===== src/inc/apmc_pkg.sv =====
package apmc_pkg;

    // Core clock period
    localparam int CLK_PERIOD_NS = 5;
    // Full-rate sample period at 2 MSPS
    localparam int SAMPLE_PERIOD_NS = 500;

    // Analog phase times
    localparam int CONV_TIME_NS = 300;
    localparam int NAP_WAKE_TIME_NS = 200;
    localparam int PWRUP_TIME_NS = 1000;

    // Least times, rounded up to whole core cycles
    localparam int CONV_CYCLES =
        (CONV_TIME_NS + CLK_PERIOD_NS - 1) / CLK_PERIOD_NS;
    localparam int NAP_WAKE_CYCLES =
        (NAP_WAKE_TIME_NS + CLK_PERIOD_NS - 1) / CLK_PERIOD_NS;
    localparam int PWRUP_CYCLES =
        (PWRUP_TIME_NS + CLK_PERIOD_NS - 1) / CLK_PERIOD_NS;

    // Phase counter width
    localparam int CNT_W = 16;

    // Register write port layout
    localparam int REG_ADDR_W = 8;
    localparam int REG_DATA_W = 8;
    localparam logic [7:0] ADDR_UNLOCK = 8'h11;
    localparam logic [7:0] DATA_UNLOCK = 8'h69;
    localparam logic [7:0] ADDR_PDC = 8'h04;
    localparam logic [7:0] PDC_RESET = 8'h00;
    localparam int PDC_NAP_EN_BIT = 0;
    localparam int PDC_DEEP_BIT = 1;

    // Pin synchroniser slots
    localparam int SYNC_CST = 0;
    localparam int SYNC_CS = 1;
    localparam int SYNC_W = 2;

    // Power-mode sequencer states
    typedef enum logic [2:0] {
        ST_IDLE,
        ST_CONV,
        ST_NAP,
        ST_WAKE,
        ST_DEEP,
        ST_PWRUP
    } apmc_state_t;

endpackage


===== src/verilog/apmc_sync.sv =====
`timescale 1ns/1ps
module apmc_sync #(
    parameter int WIDTH = 2
) (
    input wire logic core_clk,
    input wire logic rst,
    input wire logic ce,
    input wire logic [WIDTH-1:0] d,
    output logic [WIDTH-1:0] q
);

    logic [WIDTH-1:0] meta_r;
    logic [WIDTH-1:0] q_r;

    // Two-stage synchroniser; first stage feeds only the second
    always_ff @(posedge core_clk) begin
        if (rst) begin
            meta_r <= '0;
            q_r <= '0;
        end else if (ce) begin
            meta_r <= d;
            q_r <= meta_r;
        end
    end

    assign q = q_r;

endmodule


===== src/verilog/apmc_power_ctrl.sv =====
`timescale 1ns/1ps
// Contract
// Normal mode keeps everything powered between conversions
// Light sleep only while its enable bit set; the bit is checked at entry only, clearing it does not end light sleep
// Start high after conversion: light sleep, held
// Start falling edge ends light sleep, wakes
// Host waits wake time before next start
// Cycle is conversion plus sleep plus wake
// Unlock value at unlock address gates changes
// Deep sleep entered on chip-select rising edge
// Deep sleep: analog off, interface and registers kept
// Ready held high during deep sleep
// Clearing request starts power-up, ready high
// Host waits power-up time before converting
// Enable clear: no light sleep at conversion end
module apmc_power_ctrl #(
    parameter int CONV_CYC = apmc_pkg::CONV_CYCLES,
    parameter int NAP_WAKE_CYC = apmc_pkg::NAP_WAKE_CYCLES,
    parameter int PWRUP_CYC = apmc_pkg::PWRUP_CYCLES
) (
    input wire logic core_clk,
    input wire logic rst,
    input wire logic ce,
    input wire logic conversion_start,
    input wire logic chip_select_n,
    input wire logic reg_wr_valid,
    input wire logic [apmc_pkg::REG_ADDR_W-1:0] reg_wr_addr,
    input wire logic [apmc_pkg::REG_DATA_W-1:0] reg_wr_data,
    output logic ready_output,
    output logic converting,
    output logic nap_power_down,
    output logic deep_sleep_mode,
    output logic [apmc_pkg::REG_DATA_W-1:0] power_down_control
);

    localparam int CONV_LAST = CONV_CYC - 1;

    typedef struct packed {
        apmc_pkg::apmc_state_t state;
        logic [apmc_pkg::CNT_W-1:0] cnt;
        logic [apmc_pkg::REG_DATA_W-1:0] pdc;
        logic unlocked;
        logic deep_pend;
        logic cst_prev;
        logic cs_prev;
        logic ready;
        logic conv;
        logic nap_off;
        logic deep_off;
    } apmc_ctl_t;

    apmc_ctl_t s_r;
    apmc_ctl_t s_nxt;
    logic [apmc_pkg::SYNC_W-1:0] pins_raw;
    logic [apmc_pkg::SYNC_W-1:0] pins_sync;
    logic cst;
    logic cs_n;
    logic cs_rise;
    logic nap_en;
    logic deep_req;
    logic take_deep;

    // Pins from the host are asynchronous to the core clock
    assign pins_raw[apmc_pkg::SYNC_CST] = conversion_start;
    // Select travels active high so the reset level matches the idle pin
    assign pins_raw[apmc_pkg::SYNC_CS] = ~chip_select_n;

    apmc_sync #(
        .WIDTH(apmc_pkg::SYNC_W)
    ) u_sync (
        .core_clk(core_clk),
        .rst(rst),
        .ce(ce),
        .d(pins_raw),
        .q(pins_sync)
    );

    // Synchronised levels and edges
    assign cst = pins_sync[apmc_pkg::SYNC_CST];
    assign cs_n = ~pins_sync[apmc_pkg::SYNC_CS];
    assign cs_rise = cs_n & ~s_r.cs_prev;
    assign nap_en = s_r.pdc[apmc_pkg::PDC_NAP_EN_BIT];
    assign deep_req = s_r.pdc[apmc_pkg::PDC_DEEP_BIT];

    // Next-state logic for the whole sequencer
    always_comb begin
        s_nxt = s_r;
        take_deep = 1'b0;
        s_nxt.cst_prev = cst;
        s_nxt.cs_prev = cs_n;
        if (s_r.cnt != '0) begin
            s_nxt.cnt = s_r.cnt - 1'b1;
        end

        // Register writes; the unlock is spent by the next control write
        if (reg_wr_valid) begin
            if (reg_wr_addr == apmc_pkg::ADDR_UNLOCK &&
                reg_wr_data == apmc_pkg::DATA_UNLOCK) begin
                s_nxt.unlocked = 1'b1;
            end else if (reg_wr_addr == apmc_pkg::ADDR_PDC &&
                s_r.unlocked) begin
                s_nxt.pdc = reg_wr_data;
                s_nxt.unlocked = 1'b0;
            end
        end

        unique case (s_r.state)
            // Normal acquisition, all blocks powered
            apmc_pkg::ST_IDLE: begin
                if (s_r.deep_pend) begin
                    take_deep = 1'b1;
                    s_nxt.state = apmc_pkg::ST_DEEP;
                end else if (cst && !s_r.cst_prev) begin
                    s_nxt.state = apmc_pkg::ST_CONV;
                    s_nxt.cnt = apmc_pkg::CNT_W'(CONV_CYC - 1);
                end
            end
            // Fixed-length conversion
            apmc_pkg::ST_CONV: begin
                if (s_r.cnt == '0) begin
                    if (nap_en && cst) begin
                        s_nxt.state = apmc_pkg::ST_NAP;
                    end else begin
                        s_nxt.state = apmc_pkg::ST_IDLE;
                    end
                end
            end
            // Light sleep lasts while the start pin stays high
            apmc_pkg::ST_NAP: begin
                if (s_r.deep_pend) begin
                    take_deep = 1'b1;
                    s_nxt.state = apmc_pkg::ST_DEEP;
                end else if (!cst) begin
                    s_nxt.state = apmc_pkg::ST_WAKE;
                    s_nxt.cnt = apmc_pkg::CNT_W'(NAP_WAKE_CYC - 1);
                end
            end
            // Light-sleep wake-up; start edges are ignored here
            apmc_pkg::ST_WAKE: begin
                if (s_r.cnt == '0) begin
                    s_nxt.state = apmc_pkg::ST_IDLE;
                end
            end
            // Deep sleep; register writes stay live above
            apmc_pkg::ST_DEEP: begin
                if (!deep_req) begin
                    s_nxt.state = apmc_pkg::ST_PWRUP;
                    s_nxt.cnt = apmc_pkg::CNT_W'(PWRUP_CYC - 1);
                end
            end
            // Power-up after deep sleep
            apmc_pkg::ST_PWRUP: begin
                if (s_r.cnt == '0) begin
                    s_nxt.state = apmc_pkg::ST_IDLE;
                end
            end
        endcase

        // Deep-sleep request armed by chip-select rise; set wins over clear
        if (!deep_req || take_deep) begin
            s_nxt.deep_pend = 1'b0;
        end
        if (cs_rise && deep_req) begin
            s_nxt.deep_pend = 1'b1;
        end

        // Registered outputs decoded from the next state
        s_nxt.conv = (s_nxt.state == apmc_pkg::ST_CONV);
        s_nxt.nap_off = (s_nxt.state == apmc_pkg::ST_NAP);
        s_nxt.deep_off = (s_nxt.state == apmc_pkg::ST_DEEP);
        s_nxt.ready = (s_nxt.state != apmc_pkg::ST_CONV) &&
            (s_nxt.state != apmc_pkg::ST_WAKE);
    end

    // State register, frozen while the clock enable is low
    always_ff @(posedge core_clk) begin
        if (rst) begin
            s_r <= '{state: apmc_pkg::ST_IDLE, cnt: '0,
                pdc: apmc_pkg::PDC_RESET, unlocked: 1'b0,
                deep_pend: 1'b0, cst_prev: 1'b0, cs_prev: 1'b1,
                ready: 1'b1, conv: 1'b0, nap_off: 1'b0, deep_off: 1'b0};
        end else if (ce) begin
            s_r <= s_nxt;
        end
    end

    // Outputs straight from the state register
    assign ready_output = s_r.ready;
    assign converting = s_r.conv;
    assign nap_power_down = s_r.nap_off;
    assign deep_sleep_mode = s_r.deep_off;
    assign power_down_control = s_r.pdc;
endmodule


===== config.mk =====
export PLATFORM = sky130hd
export DESIGN_NAME = apmc_power_ctrl
export DESIGN_NICKNAME = d
export VERILOG_FILES = /design/src/inc/apmc_pkg.sv /design/src/verilog/apmc_sync.sv /design/src/verilog/apmc_power_ctrl.sv
export SDC_FILE = /design/constraint.sdc
export NUM_CORES = 1
export LEC_CHECK = 0
export CORE_MARGIN = 2
export CORE_UTILIZATION = 25
export DETAILED_ROUTE_END_ITERATION = 16
export DONT_BUFFER_PORTS = 1
export GPL_ROUTABILITY_DRIVEN = 0
export PLACE_DENSITY = 0.38
export SYNTH_ARGS = -nofsm -noshare
export SYNTH_HDL_FRONTEND = slang
export SYNTH_SLANG_ARGS = --single-unit

===== constraint.sdc =====
create_clock -name core_clk -period 6.2 [get_ports core_clk]
set_input_delay 0 -clock core_clk [delete_from_list [all_inputs] [get_ports core_clk]]
set_output_delay 0 -clock core_clk [all_outputs]
set_load 0.03 [all_outputs]

* Yosys cells after proc, flatten, opt, wreduce, memory -nomap -nowiden *
Index checks and enable logic that the tools add are counted.
W data, S select, Z words.

word-level totals
  output and inout port bits = 12
  bits of input ports = 22
  bits in writable memories = 0
  memories kept = 0
  latch bits = 0
  word-level logic and storage cells = 70
  ROM bits = 0
  register bits = 39

operators by class
  multiplexer cells = 19
  $mul = 0
  reductions and logical operators = 19
  $add $sub $neg = 1
  order comparisons = 0
  equal/unequal tests = 13
  shift-type cells = 0
  divide/modulo/power cells = 0
  bitwise logic cells = 5

operators by type and width
  kind                     number
  $mux W19                 3
  $mux W16                 3
  $pmux W16 S3             1
  $logic_not A16 Y1        1
  $reduce_bool A16 Y1      1
  $sub A16 B1 Y16 const B  1
  $pmux W3 S5              1
  $mux W3                  4
  $eq A3 B2 Y1 const B     3
  $eq A3 B3 Y1 const B     3
  $eq A8 B3 Y1 const B     1
  $eq A8 B5 Y1 const B     1
  $eq A8 B7 Y1 const B     1
  $eq A3 B1 Y1 const B     2
  $logic_and A1 B1 Y1      6
  $mux W1                  6
  $not A1 Y1               4
  $reduce_and A4 Y1        1
  $reduce_bool A2 Y1       2
  $reduce_or A2 Y1         2
  $logic_not A3 Y1         1
  $ne A3 B1 Y1 const B     1
  $ne A3 B2 Y1 const B     1
  $reduce_and A3 Y1        1
  other kinds (5)          6

* Longest topological paths before layout *
  depth after elaboration = 7
  gate-level depth with buffers = 7

* By module *
Synthesis repeated with hierarchy kept, for this count alone.

unflattened totals
  cells, all modules = 246
  area total of the unflattened synthesis = 2185.8 µm²

by module, submodules not included
  module           times used  cells each  area an instance (µm²)  seq. area each (µm²)
  apmc_power_ctrl  1           233         2045.7                  700.7
  apmc_sync        1           13          140.1                   80.1

* Worst setup path after synthesis *
Ideal clock, no wire load.

  path kind = register to register
  from = register s_r[16] (netlist bit)
  to = register s_r (netlist bit nap_power_down)
  data required time = 6.108 ns
  period minus slack after synthesis = 2.306 ns
  arrival time = 2.214 ns
  setup slack = 3.894 ns
  cell stages (with the launch flop) = 8
  library setup time = 0.092 ns
  cell sequence = dfxtp_1 inv_1 ha_1 or4b_1 or4_4 o311a_4 nand2b_1 o32ai_1

on the way
  cells in the longest elaborated chain, start to end = 4
  elaborated cells between the ends (all ways) = 5
  classes of those cells = eq/ne: 1; mux: 3; reduce/logical: 1

ends and longest elaborated chain
  item                               RTL line                                                                RTL
  start: declaration                 apmc_power_ctrl.sv:52                                                   apmc_ctl_t s_r;
  start signal: assignment           apmc_power_ctrl.sv:178                                                  s_r <= '{state: apmc_pkg::ST_IDLE, cnt: '0,
  start signal: assignment           apmc_power_ctrl.sv:183                                                  s_r <= s_nxt;
  $logic_not A16 Y1 *                apmc_power_ctrl.sv:120, apmc_power_ctrl.sv:140, apmc_power_ctrl.sv:153
  $mux W3, on equally long branches  apmc_power_ctrl.sv:140, apmc_power_ctrl.sv:153, apmc_power_ctrl.sv:120
  $pmux W3 S5 *                      apmc_power_ctrl.sv:107                                                  unique case (s_r.state)
  $eq A3 B2 Y1 *                     apmc_power_ctrl.sv:169                                                  s_nxt.nap_off = (s_nxt.state == apmc_pkg::ST_NAP);

Mark *: on every way between the ends. The rest lies on a longest branch, timed or not.
A chain may end at the register's enable or synchronous reset.

* Final worst setup path *
  from = register s_r[16] (netlist bit)
  to = register s_r[22] (netlist bit)

on the way
  cells in the longest elaborated chain, start to end = 5
  elaborated cells between the ends (all ways) = 9
  classes of those cells = add/sub: 1; mux: 7; reduce/logical: 1

ends and longest elaborated chain
  item                                                           RTL line                                        RTL
  $sub A16 B1 Y16 / $reduce_bool A16 Y1 (equally long branches)  apmc_power_ctrl.sv:92, apmc_power_ctrl.sv:91
  $mux W16 *                                                     apmc_power_ctrl.sv:91                           if (s_r.cnt != '0) begin
  $mux W19, on equally long branches                             apmc_power_ctrl.sv:133, apmc_power_ctrl.sv:113
  $mux W16, on equally long branches                             apmc_power_ctrl.sv:130, apmc_power_ctrl.sv:110
  $pmux W16 S3 *                                                 apmc_power_ctrl.sv:107

Marked as above.

==> results.sh <==
export IMPL_syn_nets=263
export IMPL_r2r_end="s_r[22]$_SDFFE_PP0P_"
export IMPL_fin_cells=344
export IMPL_max_clock_freq_mhz=388
export IMPL_final_setup_tns_ns=0
export IMPL_hpwl_mm=3.45
export IMPL_ir_drop_mv=0.165
export IMPL_path_delay_family="compound AO/OA/AOI/OAI gates"
export IMPL_avgViaCountPerCell=4.97
export IMPL_avgSynthCellArea_um2=8.55
export IMPL_fin_ws_ns=3.62
export IMPL_synth_edff_count=0
export IMPL_busiest_layer="met1"
export IMPL_yosysSeqAreaShare=0.382
export IMPL_cts_tree="done"
export IMPL_firstDrtPassIters=4
export IMPL_clk_pin_slew_worst_paths_ns=0.09
export IMPL_layout_nets=265
export IMPL_detail_route_wl_per_cell_um=14.8
export IMPL_slowest_stage="o311ai_0"
export IMPL_die_w_um=94.4
export IMPL_num_rows=32
export IMPL_min_from="ce"
export IMPL_cts_hold_buf=14
export IMPL_cts_resized_gates=0
export IMPL_grt_util_all_layers=0.119
export IMPL_diodes=0
export IMPL_reg2reg_depth=7
export IMPL_critPathMaxFanout=6
export IMPL_fin_crit_ns=2.58
export IMPL_rsz0062_at_grt="false"
export IMPL_grt_util_met1=0.184
export IMPL_slowest_delay_ns=0.97
export IMPL_whs_endpoint="nap_power_down$_SDFFE_PP0P_"
export IMPL_port_buffers=0
export IMPL_finalCritPeriodShare=0.416
export IMPL_path_class="flip-flop to flip-flop"
export IMPL_wl_mm=5.10
export IMPL_syn_inst=239
export IMPL_ant_nets=0
export IMPL_final_core_util=0.295
export IMPL_powerDensity_nw_per_um2=395
export IMPL_areaGrowthSynthToFinish_pct=12.6
export IMPL_cts_max_path_buffers=2
export IMPL_grt_pass1_wl_mm=8.14
export IMPL_yosys_warnings=0
export IMPL_skew_ns=0.0137
export IMPL_critPathArrivalTime_ns=2.72
export IMPL_drt_iter0_drc=142
export IMPL_drive_above_1_share=0.0702
export IMPL_grt_start_max_net_pins=29
export IMPL_path_common_cell="a21oi_1"
export IMPL_n_fill_cell=833
export IMPL_synth_cell_area_um2=2040
export IMPL_placed_cells=322
export IMPL_grt_antenna_before_repair=0
export IMPL_htree_levels=2
export IMPL_whs_path_depth=3
export IMPL_r2r_slack_ns=3.62
export IMPL_setup_viol=0
export IMPL_maxSlewViolCount=0
export IMPL_synth_flop_cell="dfxtp_1"
export IMPL_r2r_start="s_r[16]$_SDFFE_PP0P_"
export IMPL_synthArstFlopShare=0
export IMPL_cts_inserted_buffers=5
export IMPL_overflow=0
export IMPL_cp_num_buf_inv=1
export IMPL_start_kind="flip-flop"
export IMPL_cts_sinks=39
export IMPL_status="finished clean"
export IMPL_num_vias=1710
export IMPL_hold_violations=0
export IMPL_grt_pass1_vias=1497
export IMPL_die_h_um=94.4
export IMPL_cts_root_buf="clkbuf_8"
export IMPL_start_util=0.262
export IMPL_p_leak_nw=0.896
export IMPL_worstPathRequired_ns=6.34
export IMPL_yosysUniqueCellTypes=52
export IMPL_p_total_mw=0.908
export IMPL_clk_insertion_delay_late_ns=0.31
export IMPL_synth_seq_cells=39
export IMPL_coreArea_um2=7810
export IMPL_hp_class="input port to flip-flop"
export IMPL_dieArea_um2=8910
export IMPL_cp_end_kind="flip-flop"
export IMPL_globalRouteMet3Util=0.0223
export IMPL_post_cts_setup_buffers=0
export IMPL_met2_usage=0.162
export IMPL_remaining_drc_errors=0
export IMPL_worst_pin_slew_ns=1.13
export IMPL_io_pin_count=34
export IMPL_relSlewSlack=0.246
export IMPL_cap_violations=0
export IMPL_dp_slack_ns=3.58
export IMPL_crit_chain="inv_1 > ha_1 > or4b_1 > o311ai_0 > a21oi_1 > o21ai_0 > a21oi_1"
-- area by class of cell --
type / instances / area (um^2) / share of cell area
multi-input cells: 175 / 1140 / 0.494
flip-flops and latches: 39 / 781 / 0.339
repair buffers: 14 / 140 / 0.0609
well taps: 102 / 128 / 0.0555
clock buffers: 5 / 68.8 / 0.0299
clock inverters: 3 / 23.8 / 0.0103
inverters: 6 / 22.5 / 0.00979
-- power breakdown --
group	switching [mW]	total (mW)	internal, mW
Combinational	0.217	0.377	0.160
Clock	0.106	0.187	0.0806
Sequential	0.0471	0.344	0.297
Total	0.371	0.908	0.537
-- synth_stat cells, drive strengths merged (6+ instances only) --
| cell type | n | area [um^2] |
|---|---|---|
| nor4 | 6 | 43.8 |
| nand2b | 6 | 37.5 |
| dfxtp | 39 | 781 |
| clkbuf | 9 | 33.8 |
| mux2i | 16 | 160 |
| a21oi | 12 | 60.1 |
| nor3 | 8 | 40.0 |
| or3 | 6 | 37.5 |
| o21ai | 11 | 55.1 |
| buf | 10 | 68.8 |
| inv | 6 | 22.5 |
| nor2 | 34 | 128 |
| nand2 | 12 | 45.0 |
| xnor2 | 8 | 70.1 |
-- cell families after synthesis --
family                   Yosys count  synth area share
multiplexers                      16            0.0784
AO/OA/AOI/OAI                     49             0.167
buffers and inverters             25            0.0612
AND/OR/NAND/NOR                   99             0.261
XOR/XNOR                           9            0.0386
flip-flops                        39             0.382
adder cells (fa/ha/maj)            2            0.0122
-- routing by layer --
| layer | wire (um) | vias to the layer above |
|---|---|---|
| met5 | 0 | - |
| met3 | 239 | 5 |
| met2 | 2140 | 46 |
| met4 | 79 | 0 |
| met1 | 2650 | 797 |
| li1 | - | 862 |
-- state kept, by name (all words and copies together) (netlist names) --
signal,cells
deep_sleep_mode,1
nap_power_down,1
s_r,23
u_sync.q,2
u_sync.meta_r,2
converting,1
ready_output,1
power_down_control,8
-- tightest hold or removal path, delay by kind of cell --
| family | cells | cell delay, ns |
|---|---|---|
| and+or+nand+nor | 1 | 0.12 |
| buffers and inverters | 1 | 0.17 |
| AOI/OAI and AO/OA | 1 | 0.08 |
-- cells in the final DEF, fill, tap and decap left out, drive strengths merged, types with 3 or more instances in the layout --
cell type,n
inv,7
nor4,6
or4b,3
or4,4
a21oi,12
xnor2,8
nand2b,6
dfxtp,39
nand3,4
dlygate4sd3,14
nor2,34
clkbuf,5
a211oi,4
nor3,8
nand2,12
mux2i,16
o21ai,11
or3,6
nor2b,3
-- metrics by stage --
stage | area (um^2) | hold WS [ns]
after global placement | 2070 | 0.0725
after global routing | 2300 | 0.174
final | 2300 | 0.0995
after detailed placement | 2070 | 0.0795
after floorplan | 2040 | 0.0990
after CTS | 2300 | 0.0913
-- worst max-delay path by stage --
stage,start,end,slack [ns],cells after the start
final,s_r[16]$_SDFFE_PP0P_,s_r[22]$_SDFFE_PP0P_,3.62,7
after global placement,s_r[16]$_SDFFE_PP0P_,s_r[30]$_SDFFE_PP0P_,3.62,7
after floorplan,s_r[16]$_SDFFE_PP0P_,nap_power_down$_SDFFE_PP0P_,3.89,7
after CTS,s_r[16]$_SDFFE_PP0P_,s_r[22]$_SDFFE_PP0P_,3.57,7
after global routing,s_r[16]$_SDFFE_PP0P_,s_r[22]$_SDFFE_PP0P_,3.44,7
after detailed placement,s_r[16]$_SDFFE_PP0P_,s_r[30]$_SDFFE_PP0P_,3.58,7
(Power assumes the default switching activity.)
